===== src/rrs_pkg.sv =====
// Purpose: Shared constants and types for the reference changeover switch
// Assumes: One system clock at 40 MHz
// Notes:   Register map reached over the plain strobe port
package rrs_pkg;

   // ------------------------------------------------------------
   // Register offsets
   // ------------------------------------------------------------
   localparam logic [3:0] RRS_OFF_CTRL   = 4'h0;
   localparam logic [3:0] RRS_OFF_CFG    = 4'h1;
   localparam logic [3:0] RRS_OFF_STATUS = 4'h2;
   localparam logic [3:0] RRS_OFF_IRQ    = 4'h3;
   localparam logic [3:0] RRS_OFF_MASK   = 4'h4;

   // ------------------------------------------------------------
   // Field positions
   // ------------------------------------------------------------
   localparam int RRS_CTRL_AUTO    = 0;
   localparam int RRS_CTRL_UNIT    = 1;
   localparam int RRS_CFG_KEEP     = 0;
   localparam int RRS_CFG_FPLOCK   = 1;
   localparam int RRS_CFG_REMLOCK  = 2;
   localparam int RRS_CFG_LANFUNC  = 3;
   localparam int RRS_CFG_PRIO_EN  = 4;
   localparam int RRS_CFG_PRIO_SEL = 5;
   localparam int RRS_CFG_FIRSTSYN = 6;
   localparam int RRS_IRQ_SWITCH   = 0;
   localparam int RRS_IRQ_BOTHLOST = 1;
   localparam int RRS_IRQ_REGAIN   = 2;

   // ------------------------------------------------------------
   // Reset values
   // ------------------------------------------------------------
   localparam logic [1:0] RRS_CTRL_RST = 2'h1;
   localparam logic [6:0] RRS_CFG_RST  = 7'h00;
   localparam logic [2:0] RRS_IRQ_RST  = 3'h0;

   typedef enum logic [1:0] {
      RRS_ST_IDLE,
      RRS_ST_AUTO,
      RRS_ST_MANUAL,
      RRS_ST_HOLD
   } rrs_state_t;

   typedef struct packed {
      logic pps;
      logic freq;
      logic tc_dcls;
      logic tc_am;
   } rrs_sig_t;

   typedef struct packed {
      logic keep;
      logic fp_lock;
      logic rem_lock;
      logic lan_func;
      logic prio_en;
      logic prio_sel;
      logic first_sync;
   } rrs_cfg_t;

endpackage : rrs_pkg


===== src/rrs_sync2.sv =====
// Purpose: Two-flop level synchroniser
// Assumes: Slow level inputs
// Notes:   First stage read only by second
`timescale 1ns/100ps
module rrs_sync2 (
   input  wire logic clk_sys_i,
   input  wire logic rstn_i,
   input  wire logic d_i,
   output logic      q_o
);
   logic meta;

   always_ff @(posedge clk_sys_i or negedge rstn_i) begin
      if (!rstn_i) begin
         meta <= 1'b0;
         q_o  <= 1'b0;
      end else begin
         meta <= d_i;
         q_o  <= meta;
      end
   end
endmodule : rrs_sync2


===== src/rrs_selector.sv =====
// Purpose: Chooses active reference unit each cycle
// Assumes: Flags already synchronised
// Notes:   Pure next-state logic; the caller registers it
`timescale 1ns/100ps
module rrs_selector (
   input  wire logic            auto_i,
   input  wire logic            manual_unit_i,
   input  wire logic            sync_a_i,
   input  wire logic            sync_b_i,
   input  wire logic            cur_sel_i,
   input  wire rrs_pkg::rrs_cfg_t cfg_i,
   output logic                 next_sel_o
);
   logic master_ok;
   logic backup_ok;
   logic prio_unit;

   always_comb begin
      master_ok  = cur_sel_i ? sync_b_i : sync_a_i;
      backup_ok  = cur_sel_i ? sync_a_i : sync_b_i;
      prio_unit  = ~cfg_i.prio_sel;
      next_sel_o = cur_sel_i;
      if (!auto_i) begin
         next_sel_o = manual_unit_i;
      end else if (cfg_i.prio_en && ((prio_unit ? sync_b_i : sync_a_i) || !master_ok)) begin
         if (prio_unit ? sync_b_i : sync_a_i)
            next_sel_o = prio_unit;
         else if (backup_ok)
            next_sel_o = ~cur_sel_i;
      end else if (!master_ok && backup_ok) begin
         next_sel_o = ~cur_sel_i;
      end
   end
endmodule : rrs_selector


===== src/rrs_top.sv =====
// Purpose: Changeover control between two redundant reference units
// Assumes: Single clock, synchronous pins, plain strobe register port
// Notes:   Unit 0 is reference unit one, unit 1 is reference unit two
// Operation
// - One unit drives the whole output set whenever outputs are enabled
// - Status shows current master and own operating state
// - Manual mode bypasses automatics and follows manual unit select
// - Manual mode keeps all outputs enabled regardless of sync
// - Auto mode selects from the two unit sync flags
// - Master loses sync, backup synced: swap master and backup
// - Both units unsynced in auto mode: selection held
// - Manual unit select ignored in auto mode
// - Retention off: outputs disabled while both units unsynced in auto mode
// - Retention on: outputs stay enabled from one unit
// - Front-panel lockout disables front-panel controls
// - Remote lockout disables remote changeover control
// - Function switch off: changeover role; on: network role
// - Priority master enable fixes preferred unit by select switch
// - Retention on, first-sync off: one unit always enabled
// - Retention on, first-sync on: unit enabled after first sync
`timescale 1ns/100ps
module rrs_top (
   input  wire logic              clk_sys_i,
   input  wire logic              rstn_i,
   input  wire logic              sync_a_i,
   input  wire logic              sync_b_i,
   input  wire rrs_pkg::rrs_sig_t sig_a_i,
   input  wire rrs_pkg::rrs_sig_t sig_b_i,
   input  wire logic              fp_auto_i,
   input  wire logic              fp_unit_i,
   input  wire rrs_pkg::rrs_cfg_t cfg_i,
   input  wire logic [3:0]        addr_i,
   input  wire logic [7:0]        wdata_i,
   input  wire logic              wr_i,
   input  wire logic              rd_i,
   output rrs_pkg::rrs_sig_t      sig_o,
   output logic                   out_en_o,
   output logic                   master_o,
   output logic [1:0]             state_o,
   output logic                   lan_mode_o,
   output logic [7:0]             rdata_o,
   output logic                   irq_o
);
   // ------------------------------------------------------------
   // Synchronisers
   // ------------------------------------------------------------
   logic sa;
   logic sb;

   rrs_sync2 u_sync_a (
      .clk_sys_i (clk_sys_i),
      .rstn_i    (rstn_i),
      .d_i       (sync_a_i),
      .q_o       (sa)
   );

   rrs_sync2 u_sync_b (
      .clk_sys_i (clk_sys_i),
      .rstn_i    (rstn_i),
      .d_i       (sync_b_i),
      .q_o       (sb)
   );

   // ------------------------------------------------------------
   // Remote control register
   // ------------------------------------------------------------
   logic [1:0] ctrl;
   logic       rem_wr;

   assign rem_wr = wr_i && !cfg_i.rem_lock && !cfg_i.lan_func;

   always_ff @(posedge clk_sys_i or negedge rstn_i) begin
      if (!rstn_i)
         ctrl <= rrs_pkg::RRS_CTRL_RST;
      else if (rem_wr && addr_i == rrs_pkg::RRS_OFF_CTRL)
         ctrl <= wdata_i[1:0];
   end

   // ------------------------------------------------------------
   // Mode source
   // ------------------------------------------------------------
   logic auto_mode;
   logic man_unit;

   always_comb begin
      if (!cfg_i.fp_lock) begin
         auto_mode = fp_auto_i;
         man_unit  = fp_unit_i;
      end else if (!cfg_i.rem_lock) begin
         auto_mode = ctrl[rrs_pkg::RRS_CTRL_AUTO];
         man_unit  = ctrl[rrs_pkg::RRS_CTRL_UNIT];
      end else begin
         auto_mode = 1'b1;
         man_unit  = 1'b0;
      end
   end

   // ------------------------------------------------------------
   // Selection
   // ------------------------------------------------------------
   logic sel;
   logic next_sel;

   rrs_selector u_sel (
      .auto_i        (auto_mode),
      .manual_unit_i (man_unit),
      .sync_a_i      (sa),
      .sync_b_i      (sb),
      .cur_sel_i     (sel),
      .cfg_i         (cfg_i),
      .next_sel_o    (next_sel)
   );

   always_ff @(posedge clk_sys_i or negedge rstn_i) begin
      if (!rstn_i)
         sel <= 1'b0;
      else if (!cfg_i.lan_func)
         sel <= next_sel;
   end

   // ------------------------------------------------------------
   // First sync tracking
   // ------------------------------------------------------------
   logic seen_a;
   logic seen_b;

   always_ff @(posedge clk_sys_i or negedge rstn_i) begin
      if (!rstn_i) begin
         seen_a <= 1'b0;
         seen_b <= 1'b0;
      end else begin
         seen_a <= seen_a | sa;
         seen_b <= seen_b | sb;
      end
   end

   // ------------------------------------------------------------
   // Output gating
   // ------------------------------------------------------------
   logic next_en;
   logic any_sync;
   logic sel_seen;

   always_comb begin
      any_sync = sa | sb;
      sel_seen = next_sel ? seen_b : seen_a;
      if (cfg_i.lan_func)
         next_en = 1'b0;
      else if (!auto_mode)
         next_en = 1'b1;
      else if (any_sync)
         next_en = 1'b1;
      else if (!cfg_i.keep)
         next_en = 1'b0;
      else if (cfg_i.first_sync)
         next_en = sel_seen;
      else
         next_en = 1'b1;
   end

   always_ff @(posedge clk_sys_i or negedge rstn_i) begin
      if (!rstn_i) begin
         out_en_o <= 1'b0;
         sig_o    <= '0;
      end else begin
         out_en_o <= next_en;
         sig_o    <= next_en ? (next_sel ? sig_b_i : sig_a_i) : '0;
      end
   end

   // ------------------------------------------------------------
   // Status
   // ------------------------------------------------------------
   rrs_pkg::rrs_state_t next_state;

   always_comb begin
      if (cfg_i.lan_func)
         next_state = rrs_pkg::RRS_ST_IDLE;
      else if (!auto_mode)
         next_state = rrs_pkg::RRS_ST_MANUAL;
      else if (!any_sync)
         next_state = rrs_pkg::RRS_ST_HOLD;
      else
         next_state = rrs_pkg::RRS_ST_AUTO;
   end

   always_ff @(posedge clk_sys_i or negedge rstn_i) begin
      if (!rstn_i) begin
         master_o   <= 1'b0;
         state_o    <= 2'h0;
         lan_mode_o <= 1'b0;
      end else begin
         master_o   <= next_sel;
         state_o    <= next_state;
         lan_mode_o <= cfg_i.lan_func;
      end
   end

   // ------------------------------------------------------------
   // Interrupts
   // ------------------------------------------------------------
   logic [2:0] irq_st;
   logic [2:0] irq_mask;
   logic [2:0] ev;
   logic       both_lost_q;

   always_ff @(posedge clk_sys_i or negedge rstn_i) begin
      if (!rstn_i)
         both_lost_q <= 1'b0;
      else
         both_lost_q <= !any_sync;
   end

   always_comb begin
      ev = '0;
      ev[rrs_pkg::RRS_IRQ_SWITCH]   = next_sel != sel;
      ev[rrs_pkg::RRS_IRQ_BOTHLOST] = !any_sync && !both_lost_q;
      ev[rrs_pkg::RRS_IRQ_REGAIN]   = any_sync && both_lost_q;
   end

   always_ff @(posedge clk_sys_i or negedge rstn_i) begin
      if (!rstn_i) begin
         irq_st   <= rrs_pkg::RRS_IRQ_RST;
         irq_mask <= rrs_pkg::RRS_IRQ_RST;
      end else begin
         if (wr_i && addr_i == rrs_pkg::RRS_OFF_IRQ)
            irq_st <= (irq_st & ~wdata_i[2:0]) | ev;
         else
            irq_st <= irq_st | ev;
         if (wr_i && addr_i == rrs_pkg::RRS_OFF_MASK)
            irq_mask <= wdata_i[2:0];
      end
   end

   always_ff @(posedge clk_sys_i or negedge rstn_i) begin
      if (!rstn_i)
         irq_o <= 1'b0;
      else
         irq_o <= |(((irq_st | ev) & ~((wr_i && addr_i == rrs_pkg::RRS_OFF_IRQ)
                   ? wdata_i[2:0] & ~ev : 3'h0)) & irq_mask);
   end

   // ------------------------------------------------------------
   // Read port
   // ------------------------------------------------------------
   always_ff @(posedge clk_sys_i or negedge rstn_i) begin
      if (!rstn_i)
         rdata_o <= 8'h00;
      else if (rd_i) begin
         unique case (addr_i)
            rrs_pkg::RRS_OFF_CTRL:   rdata_o <= {6'h00, ctrl};
            rrs_pkg::RRS_OFF_CFG:    rdata_o <= {1'b0, cfg_i};
            rrs_pkg::RRS_OFF_STATUS: rdata_o <= {1'b0, seen_b, seen_a, sb, sa,
                                                 out_en_o, state_o[1], sel};
            rrs_pkg::RRS_OFF_IRQ:    rdata_o <= {5'h00, irq_st};
            rrs_pkg::RRS_OFF_MASK:   rdata_o <= {5'h00, irq_mask};
            default:                 rdata_o <= 8'h00;
         endcase
      end else
         rdata_o <= 8'h00;
   end

endmodule : rrs_top


===== config.mk =====
export PLATFORM = sky130hd
export DESIGN_NAME = rrs_top
export DESIGN_NICKNAME = d
export VERILOG_FILES = /design/src/rrs_pkg.sv /design/src/rrs_sync2.sv /design/src/rrs_selector.sv /design/src/rrs_top.sv
export SDC_FILE = /design/constraint.sdc
export NUM_CORES = 1
export LEC_CHECK = 0
export BUFFER_PORTS_ARGS = -buffer_cell sky130_fd_sc_hd__buf_2
export CORE_AREA = 2 2 58 60
export DETAILED_ROUTE_END_ITERATION = 10
export DIE_AREA = 0 0 60 62
export PLACE_DENSITY = 0.75
export SLEW_MARGIN = 10
export SYNTH_ARGS = -nofsm -noshare
export SYNTH_HDL_FRONTEND = slang
export SYNTH_SLANG_ARGS = --single-unit

===== constraint.sdc =====
create_clock -name clk_sys_i -period 2.6 [get_ports clk_sys_i]
set_input_delay 0.13 -clock clk_sys_i [delete_from_list [all_inputs] [get_ports clk_sys_i]]
set_output_delay 0.13 -clock clk_sys_i [all_outputs]
set_load 0.03 [all_outputs]

==> reports/results.ini, run 1 <==
[run_status]
outcome=completed

[yosys]
synth_cell_types=37
synth_top_area_cell=dfrtp_1
synthesis.area_mm2=0.00142
syn_area_per_cell_um2=12.1
netlist_instances=117
ys_ff_latch=33
synth_fa_ha_area_frac=0
seq_area_frac_synth=0.584
muxShareOfSynthArea=0.123
yosysWarningCount=0
synth.area.top_cells=dfrtp_1 (57%), mux2_2 (5.6%), mux2i_1 (3.5%), nor2_1 (3.4%), a22oi_1 (3.2%)
synthXorXnorAreaFrac=0.00619
synthSimpleGateAreaFrac=0.147
synth_top_area_share=0.566
synth_top_family_by_area=simple AND/OR/NAND/NOR gates
synth_nets=152
synth_compound_area_frac=0.118

[place]
io_buffer_count=46
globalplace.congestion=0.893
hpwlAfterDp_um=2340
place_area_mm2=0.00169
dp_cells=206

[global_routing]
antenna_found_initial=0
grt.total_usage=0.188
grt_start_max_net_pins=34
grt_pass1_vias=1130
grt_pass1_wl_um=5040
overflow=0

[sta]
slew_violations=0
clock_skew_ps=7.48
rsz0062_at_grt=false
worst_slew_margin_rel=0.507
tightest_slew_ps=740
period_needed_ps=1970
fin_crit_sh=0.756
finalSetupTns_ps=0
hold_viol_final=0
fmax_mhz=509
setup_viol=0

[clock_tree]
cts-resized-gates=0
clock_sinks=33
clk_pin_slew_ps=100
htreeDepth=2
cts_tree=built
clkLatencyLatePin_ps=330
clk_path_buf_depth=2
cts_root_buffer=clkbuf_4
cts_made_buffers=5

[hold_path]
hold_path_class=primary input to register

[final_layout]
final_cell_mix=buf_2 (46), dfrtp_1 (32), nor2_1 (13)
final_area_mm2=0.00178
drive_gt1_frac=0.395
final_util=0.559
final_common_cell=buf_2
insertedDiodeCount=0
final_nets=206
syn2layout_area_growth_pct=25.6
final_cells=218

[routing]
drtAntennaViolNets=0
wirelength_um=3070
wl_per_cell_um=14.1
drc_errors=0
vias_per_cell=5.00
dr.pass1.iters=4
vias=1090
drt-initial-drc-count=31

[power]
power.density_mw_per_mm2=600
p_leak_nw=0.864
ir_worst_vdd_v=0.000377

[floorplanning]
die_y_um=62
die_x_um=60
initial_core_util=0.445
num_io_pins=53
rows=21
core_area_mm2=0.00318
dieArea_mm2=0.00372

[worst_setup_path]
cp-end-kind=register
cp.arrival_ps=2190
cp-start-kind=register
required_ps=2820
cp_max_fo=7
path_class=register to register

[run]
maxCapViolCount=0

## cells by family after synthesis
| kind of cell | Yosys count |
|---|---|
| DFF | 33 |
| buffers and inverters | 6 |
| xor gates and xnor gates | 1 |
| muxes | 14 |
| AOI/OAI and AO/OA | 21 |
| other | 1 |
| and+or+nand+nor | 41 |
## synthesized netlist by cell type
library cell	instances
buf_4	1
conb_1	1
mux2_2	7
a22o_1	2
clkbuf_1	1
a21oi_1	3
nor2b_1	5
nor3b_1	1
and2_1	1
nor4b_1	1
inv_1	3
nand3b_1	1
dfrtp_1	32
a221o_1	1
mux4_2	2
or2_2	3
a31oi_1	1
o31ai_1	1
buf_2	1
a22oi_1	6
nand3_1	1
a21o_1	1
nor2_1	13
nor4_1	1
nand2b_1	2
mux2i_1	5
xnor2_1	1
a21boi_0	1
o21ai_0	2
nand2_2	1
nor2_2	1
o31ai_4	1
a32oi_1	1
and4_1	1
nand2_1	9
a41o_1	1
dfstp_2	1
## layer usage
metal  GRT usage  wire length (µm)  part of all wire  vias to the layer above
met4      0.0698                55             0.018                        0
met3      0.0621               227             0.074                        8
met5           0                 0                 0                        -
met1       0.228              1320              0.43                      517
li1            -                 -                 -                      518
met2       0.314              1470              0.48                       47
## state kept, by name, summed over array words and instances (netlist names)
name           count
u_sync_b.q_o       1
out_en_o           1
ctrl               2
master_o           1
rdata_o            7
irq_mask           3
sel                1
seen_a             1
u_sync_a.q_o       1
irq_st             3
both_lost_q        1
seen_b             1
irq_o              1
u_sync_a.meta      1
lan_mode_o         1
u_sync_b.meta      1
state_o            2
sig_o              4
## stage by stage
step / hold slack (ps) / total power, mW / setup WS, ps
finish: 31.3 / 1.07 / 634
global route: 29.4 / 1.12 / 530
CTS: 27.1 / 1.08 / 608
detailed placement: 231 / 0.802 / 619
global placement: 208 / 0.794 / 654
floorplan: -166 / 0.722 / 772
## report_power, final
group | leakage (nW) | switching, mW | internal [mW]
Combinational | 0.437 | 0.123 | 0.0894
Sequential | 0.398 | 0.0262 | 0.556
Clock | 0.0293 | 0.166 | 0.105
Total | 0.864 | 0.315 | 0.751
## area by class of cell
class,count,area [µm²]
clock buffer,7,45.0
tap,46,57.6
multi-input combinational,78,561
timing repair buffer,50,270
clock inverter,1,5.00
fill,289,1400
sequential,33,827
inverter,3,11.3
## path summary, 6_finish.rpt
path | startpoint | endpoint | slack (ps) | cells past startpoint
worst max-delay path | ctrl[0] | irq_o | 630 | 6
min in group asynchronous | rstn_i | irq_st[0] | 410 | 2
worst min-delay path | sig_a_i[0] | sig_o[0] | 30 | 3
worst min register to register | u_sync_b.meta | u_sync_b.q_o | 360 | 0
worst max register to register | ctrl[0] | irq_o | 630 | 6
max in group asynchronous | rstn_i | state_o[0] | 1730 | 2
## worst max-delay path, cell delays in order (launching register included)
cell,delay [ps]
dfstp_2,550
nor2_1,60
a21o_1,230
o31ai_4,470
xnor2_1,190
nand2_2,80
a221o_1,290
## repair_timing
| action | in CTS | in global routing |
|---|---|---|
| hold buffers | 4 | 0 |
| hold endpoints to repair | 35 | 0 |
| setup buffers | 0 | 0 |
No activity file was read; power rests on OpenSTA's default activity.
==> run 2: changes to the inputs <==
clock period = 2 ns   (was 2.6 ns; I/O delays follow)
==> run 2 against run 1 <==
Against the previous run: via count increased by 3.6%; maximum frequency increased by 10%; combinational power increased by 36%; clock skew about the same; critical path type unchanged; critical endpoint unchanged.
==> reports/results.ini, run 2 (synthesis results as in run 1) <==
[run_status]
outcome=completed  ; unchanged

[sta]
slew_violations=0  ; unchanged
worst_slew_margin_rel=0.533  ; was 0.507
fmax_mhz=561  ; was 509 MHz
clock_skew_ps=7.88  ; was 7.48 ps
whs_ps=13.9  ; was 31.3 ps
setup_viol=0  ; unchanged
period_needed_ps=1780  ; was 1970 ps
hold_viol_final=0  ; unchanged
tightest_slew_ps=701  ; was 740 ps
finalSetupTns_ps=0  ; unchanged
rsz0062_at_grt=false  ; unchanged
setup_ws_ps=217  ; was 634 ps
fin_crit_sh=0.892  ; was 0.756

[floorplanning]
core_area_mm2=0.00318  ; unchanged
die_y_um=62  ; unchanged
rows=21  ; unchanged
dieArea_mm2=0.00372  ; unchanged
initial_core_util=0.445  ; unchanged
num_io_pins=53  ; unchanged
die_x_um=60  ; unchanged

[hold_path]
hold_path_class=primary input to register  ; unchanged
holdCritStartpoint=wdata_i[2]  ; was sig_a_i[0]
hold_end=irq_mask[2]  ; was sig_o[0]
min_path_cells=2  ; was 3

[global_routing]
grt_pass1_vias=1185  ; was 1130
grt.total_usage=0.188  ; about the same
grt_pass1_wl_um=4970  ; was 5040 µm
overflow=0  ; unchanged
grt_start_max_net_pins=34  ; unchanged
antenna_found_initial=0  ; unchanged

[final_layout]
final_cell_mix=buf_2 (46), dfrtp_1 (32), nor2_1 (13)  ; unchanged
final_area_mm2=0.00184  ; was 0.00178 mm²
largest_register_ffs=7  ; unchanged
syn2layout_area_growth_pct=30.3  ; was 25.6%
final_nets=213  ; was 206
largestRegisters=rdata_o x7, sig_o x4  ; unchanged
drive_gt1_frac=0.408  ; was 0.395
top_register=rdata_o  ; unchanged
final_common_cell=buf_2  ; unchanged
final_util=0.580  ; was 0.559
final_cells=225  ; was 218
insertedDiodeCount=0  ; unchanged

[worst_setup_path]
crit_path_max_incr_delay_ps=560  ; was 550 ps
path_class=register to register  ; unchanged
worstPathCellList=nor2_1 -> a21o_1 -> o31ai_4 -> xnor2_1 -> nand2_2 -> a221o_1  ; unchanged
r2r_cells=6  ; unchanged
r2r-end=irq_o  ; unchanged
reg2reg_setup_slack_ps=220  ; was 630 ps
cp-end-kind=register  ; unchanged
cp-start-kind=register  ; unchanged
cp.arrival_ps=2010  ; was 2190 ps
required_ps=2220  ; was 2820 ps
cp_max_fo=3  ; was 7
r2r_start=ctrl[0]  ; unchanged
crit_slowest_cell=dfstp_2  ; unchanged

[place]
io_buffer_count=46  ; unchanged
post-place-ws_ps=224  ; was 619 ps
dp_cells=209  ; was 206
hpwlAfterDp_um=2400  ; was 2340 µm
globalplace.congestion=0.905  ; was 0.893
place_area_mm2=0.00171  ; was 0.00169 mm²

[clock_tree]
cts_tree=built  ; unchanged
cts_made_buffers=5  ; unchanged
cts-resized-gates=0  ; unchanged
postCtsHoldBufs=7  ; was 4
cts_root_buffer=clkbuf_4  ; unchanged
cts_setup_buffers=0  ; unchanged
clk_path_buf_depth=2  ; unchanged
clk_pin_slew_ps=100  ; about the same
clkLatencyLatePin_ps=330  ; about the same
clock_sinks=33  ; unchanged
htreeDepth=2  ; unchanged

[routing]
drc_errors=0  ; unchanged
vias_per_cell=5.02  ; was 5.00
drtAntennaViolNets=0  ; unchanged
vias=1129  ; was 1090
dr.pass1.iters=4  ; unchanged
wl_per_cell_um=14.0  ; was 14.1 µm
wirelength_um=3150  ; was 3070 µm
drt-initial-drc-count=24  ; was 31

[power]
ir_worst_vdd_v=0.000532  ; was 0.000377 V
total_power_mw=1.40  ; was 1.07 mW
p_leak_nw=0.898  ; was 0.864 nW
power.density_mw_per_mm2=760  ; was 600 mW/mm²

[run]
maxCapViolCount=0  ; unchanged

## run 2: cell types whose count changed in the layout (fill, tap and decap cells not counted), sizes merged
cell	delta
clkinvlp	+1
buf	+3
dlygate4sd3	+4
clkinv	+1
clkbuf	-2
## run 2: where the power goes
group | internal, mW | switching, mW
clock network | 0.132 | 0.223
logic | 0.126 | 0.161
registers | 0.724 | 0.0350
## run 2: worst max-delay path by stage
| stage | start | end | slack, ps | cells past startpoint |
|---|---|---|---|---|
| final | ctrl[0] | irq_o | 220 | 6 |
| after global routing | ctrl[0] | irq_o | 130 | 6 |
| after CTS | ctrl[0] | irq_o | 210 | 6 |
| after detailed placement | ctrl[0] | irq_o | 220 | 6 |
| after global placement | ctrl[0] | irq_o | 260 | 6 |
| after floorplan | ctrl[0] | irq_o | 170 | 6 |
## run 2: cell type report
class                           instances  area (µm²)
Clock inverter                          3        17.5
Clock buffer                            5        37.5
Tap cell                               46        57.6
Inverter                                3        11.3
Sequential cell                        33         827
Timing Repair Buffer                   57         333
Fill cell                             282        1340
Multi-Input combinational cell         78         561
## run 2: worst max-delay path: cells and delay by family, from the launching register on
family | cells | cell delay, ps
DFF | 1 | 560
and+or+nand+nor | 2 | 150
AOI/OAI and AO/OA | 3 | 810
xor gates and xnor gates | 1 | 160
## run 2: layer usage
metal  vias up  track usage  wire, µm  part of all wire
li1        534            -         -                 -
met1       528        0.212      1280              0.40
met2        57        0.309      1550              0.49
met3        10       0.0787       254             0.081
met4         0       0.0889        71             0.023
met5         -            0         0                 0
==> run 3: changes to the inputs <==
CORE_AREA = 2 2 80 44   (was 2 2 58 60)
DIE_AREA = 0 0 82 46   (was 0 0 60 62)
PLACE_DENSITY = 0.76   (was 0.75)
RECOVER_POWER = 50   (was not set)
==> run 3 against run 2 <==
Against the previous run: sequential share of layout area increased by 1.2 points; die area rose by 1.4%; non-clock buffer count fell by 5; sequential cell count did not move; final cell count is 4.0% lower; global-route usage grew 0.79 points; register-to-register slack hardly changed; clock skew up 0.91 ps; total power rose by 8.9%; highest routed layer unchanged; core utilization decreased by 0.98 points; routed wire length fell by 0.16%; critical endpoint unchanged.
==> reports/results.ini, run 3 (synthesis results as in run 1) <==
[floorplanning]
rows=15  ; was 21
initial_core_util=0.449  ; was 0.445
num_io_pins=53  ; unchanged
core_area_mm2=0.00315  ; was 0.00318 mm²
dieArea_mm2=0.00377  ; was 0.00372 mm²
die_y_um=46  ; was 62 µm
die_x_um=82  ; was 60 µm

[place]
globalplace.congestion=0.872  ; was 0.905
hpwlAfterDp_um=2340  ; was 2400 µm
post-place-ws_ps=226  ; was 224 ps
io_buffer_count=46  ; unchanged
place_area_mm2=0.00170  ; was 0.00171 mm²
dp_cells=205  ; was 209

[global_routing]
overflow=0  ; unchanged
grt.total_usage=0.195  ; was 0.188
antenna_found_initial=0  ; unchanged
grt_start_max_net_pins=34  ; unchanged
grt_pass1_vias=1004  ; was 1185
grt_pass1_wl_um=4920  ; was 4970 µm

[worst_setup_path]
critPathTopFamily=compound AO/OA/AOI/OAI gates  ; unchanged
cp-start-kind=register  ; unchanged
cp.arrival_ps=1970  ; was 2010 ps
worst-path-stages=6  ; unchanged
r2r_cells=6  ; unchanged
worstPathCellList=nor2_1 -> a21o_1 -> o31ai_4 -> xnor2_1 -> nand2_2 -> a221o_1  ; unchanged
required_ps=2180  ; was 2220 ps
critPathBufInv=0  ; unchanged
path_class=register to register  ; unchanged
cp-end-kind=register  ; unchanged
crit_path_max_incr_delay_ps=540  ; was 560 ps
crit_slowest_cell=dfstp_2  ; unchanged
cp_max_fo=3  ; unchanged

[sta]
clock_skew_ps=8.79  ; was 7.88 ps
hold_viol_final=0  ; unchanged
slew_violations=0  ; unchanged
setup_viol=0  ; unchanged
whs_ps=57.7  ; was 13.9 ps
worst_slew_margin_rel=0.473  ; was 0.533
fin_crit_sh=0.896  ; was 0.892
tightest_slew_ps=791  ; was 701 ps
setup_ws_ps=208  ; was 217 ps
period_needed_ps=1790  ; was 1780 ps
fmax_mhz=558  ; was 561 MHz
rsz0062_at_grt=false  ; unchanged
finalSetupTns_ps=0  ; unchanged

[final_layout]
final_util=0.570  ; was 0.580
final_cells=216  ; was 225
drive_gt1_frac=0.316  ; was 0.408
final_area_mm2=0.00180  ; was 0.00184 mm²
insertedDiodeCount=0  ; unchanged
largestRegisters=rdata_o x7, sig_o x4  ; unchanged
final_cell_mix=dfrtp_1 (32), buf_2 (27), clkbuf_1 (18)  ; was buf_2 (46), dfrtp_1 (32), nor2_1 (13)
final_nets=208  ; was 213
final_common_cell=dfrtp_1  ; was buf_2
top_register=rdata_o  ; unchanged
syn2layout_area_growth_pct=27.1  ; was 30.3%
largest_register_ffs=7  ; unchanged

[hold_path]
hold_path_class=primary input to register  ; unchanged
min_path_cells=3  ; was 2

[power]
total_power_mw=1.53  ; was 1.40 mW
power.density_mw_per_mm2=849  ; was 760 mW/mm²
p_leak_nw=0.825  ; was 0.898 nW
ir_worst_vdd_v=0.000406  ; was 0.000532 V

[run]
maxCapViolCount=0  ; unchanged

[clock_tree]
clkLatencyLatePin_ps=290  ; was 330 ps
clk_pin_slew_ps=70  ; was 100 ps
cts_made_buffers=5  ; unchanged
htreeDepth=2  ; unchanged
clk_path_buf_depth=2  ; unchanged
cts_root_buffer=clkbuf_8  ; was clkbuf_4
cts_tree=built  ; unchanged
clock_sinks=33  ; unchanged

[routing]
drc_errors=0  ; unchanged
vias=1116  ; was 1129
wl_per_cell_um=14.6  ; was 14.0 µm
wirelength_um=3150  ; about the same
vias_per_cell=5.17  ; was 5.02
dr.pass1.iters=4  ; unchanged
drt-initial-drc-count=82  ; was 24
drtAntennaViolNets=0  ; unchanged

[run_status]
outcome=completed  ; unchanged

==> run 3: cell count changes in the layout (fill, tap and decap cells not counted), sizes merged <==
cell         before  now
clkbuf            5   24
buf              49   30
dlygate4sd3       8    3
==> run 3: final cells by class <==
cell class / count / area (µm²)
Multi-Input combinational cell: 78 / 561
Tap cell: 42 / 52.6
Clock inverter: 3 / 17.5
Sequential cell: 33 / 827
Timing Repair Buffer: 52 / 260
Clock buffer: 5 / 68.8
Fill cell: 290 / 1360
Inverter: 3 / 11.3
==> run 3: worst register-to-register path, delay by kind of cell, from the launching register on <==
family	cells	cell delay, ps
and+or+nand+nor	2	150
AOI/OAI and AO/OA	3	820
DFF	1	540
xor gates and xnor gates	1	180
==> run 3: layer usage <==
metal  wire [µm]  vias up  global-route usage  part of all wire
met5           0        -                   0                 0
met4          76        0               0.100             0.024
met3         329        9              0.0774              0.10
met2        1330       50               0.273              0.42
met1        1410      533               0.264              0.45
li1            -      524                   -                 -
==> run 3: worst paths after layout <==
kind                                     from            to  slack (ps)
max in group asynchronous              rstn_i      master_o        1070
worst min-delay path               sig_a_i[3]      sig_o[3]          60
min in group asynchronous              rstn_i    rdata_o[2]         430
worst min register to register  u_sync_a.meta  u_sync_a.q_o         370
worst max-delay path                  ctrl[0]         irq_o         210
worst max register to register        ctrl[0]         irq_o         210
==> run 3: report_power, final <==
part / total [mW] / internal (mW) / leakage (nW) / switching (mW)
Combinational: 0.276 / 0.112 / 0.383 / 0.164
Sequential: 0.760 / 0.724 / 0.398 / 0.0360
Clock: 0.490 / 0.240 / 0.0439 / 0.250
Total: 1.53 / 1.08 / 0.825 / 0.450
==> run 3: what timing repair did <==
item | CTS | global route
hold buffers | 3 | 0
endpoints found under the hold margin | 34 | 0
setup buffers | 0 | 0
resized for setup | 0 | 0
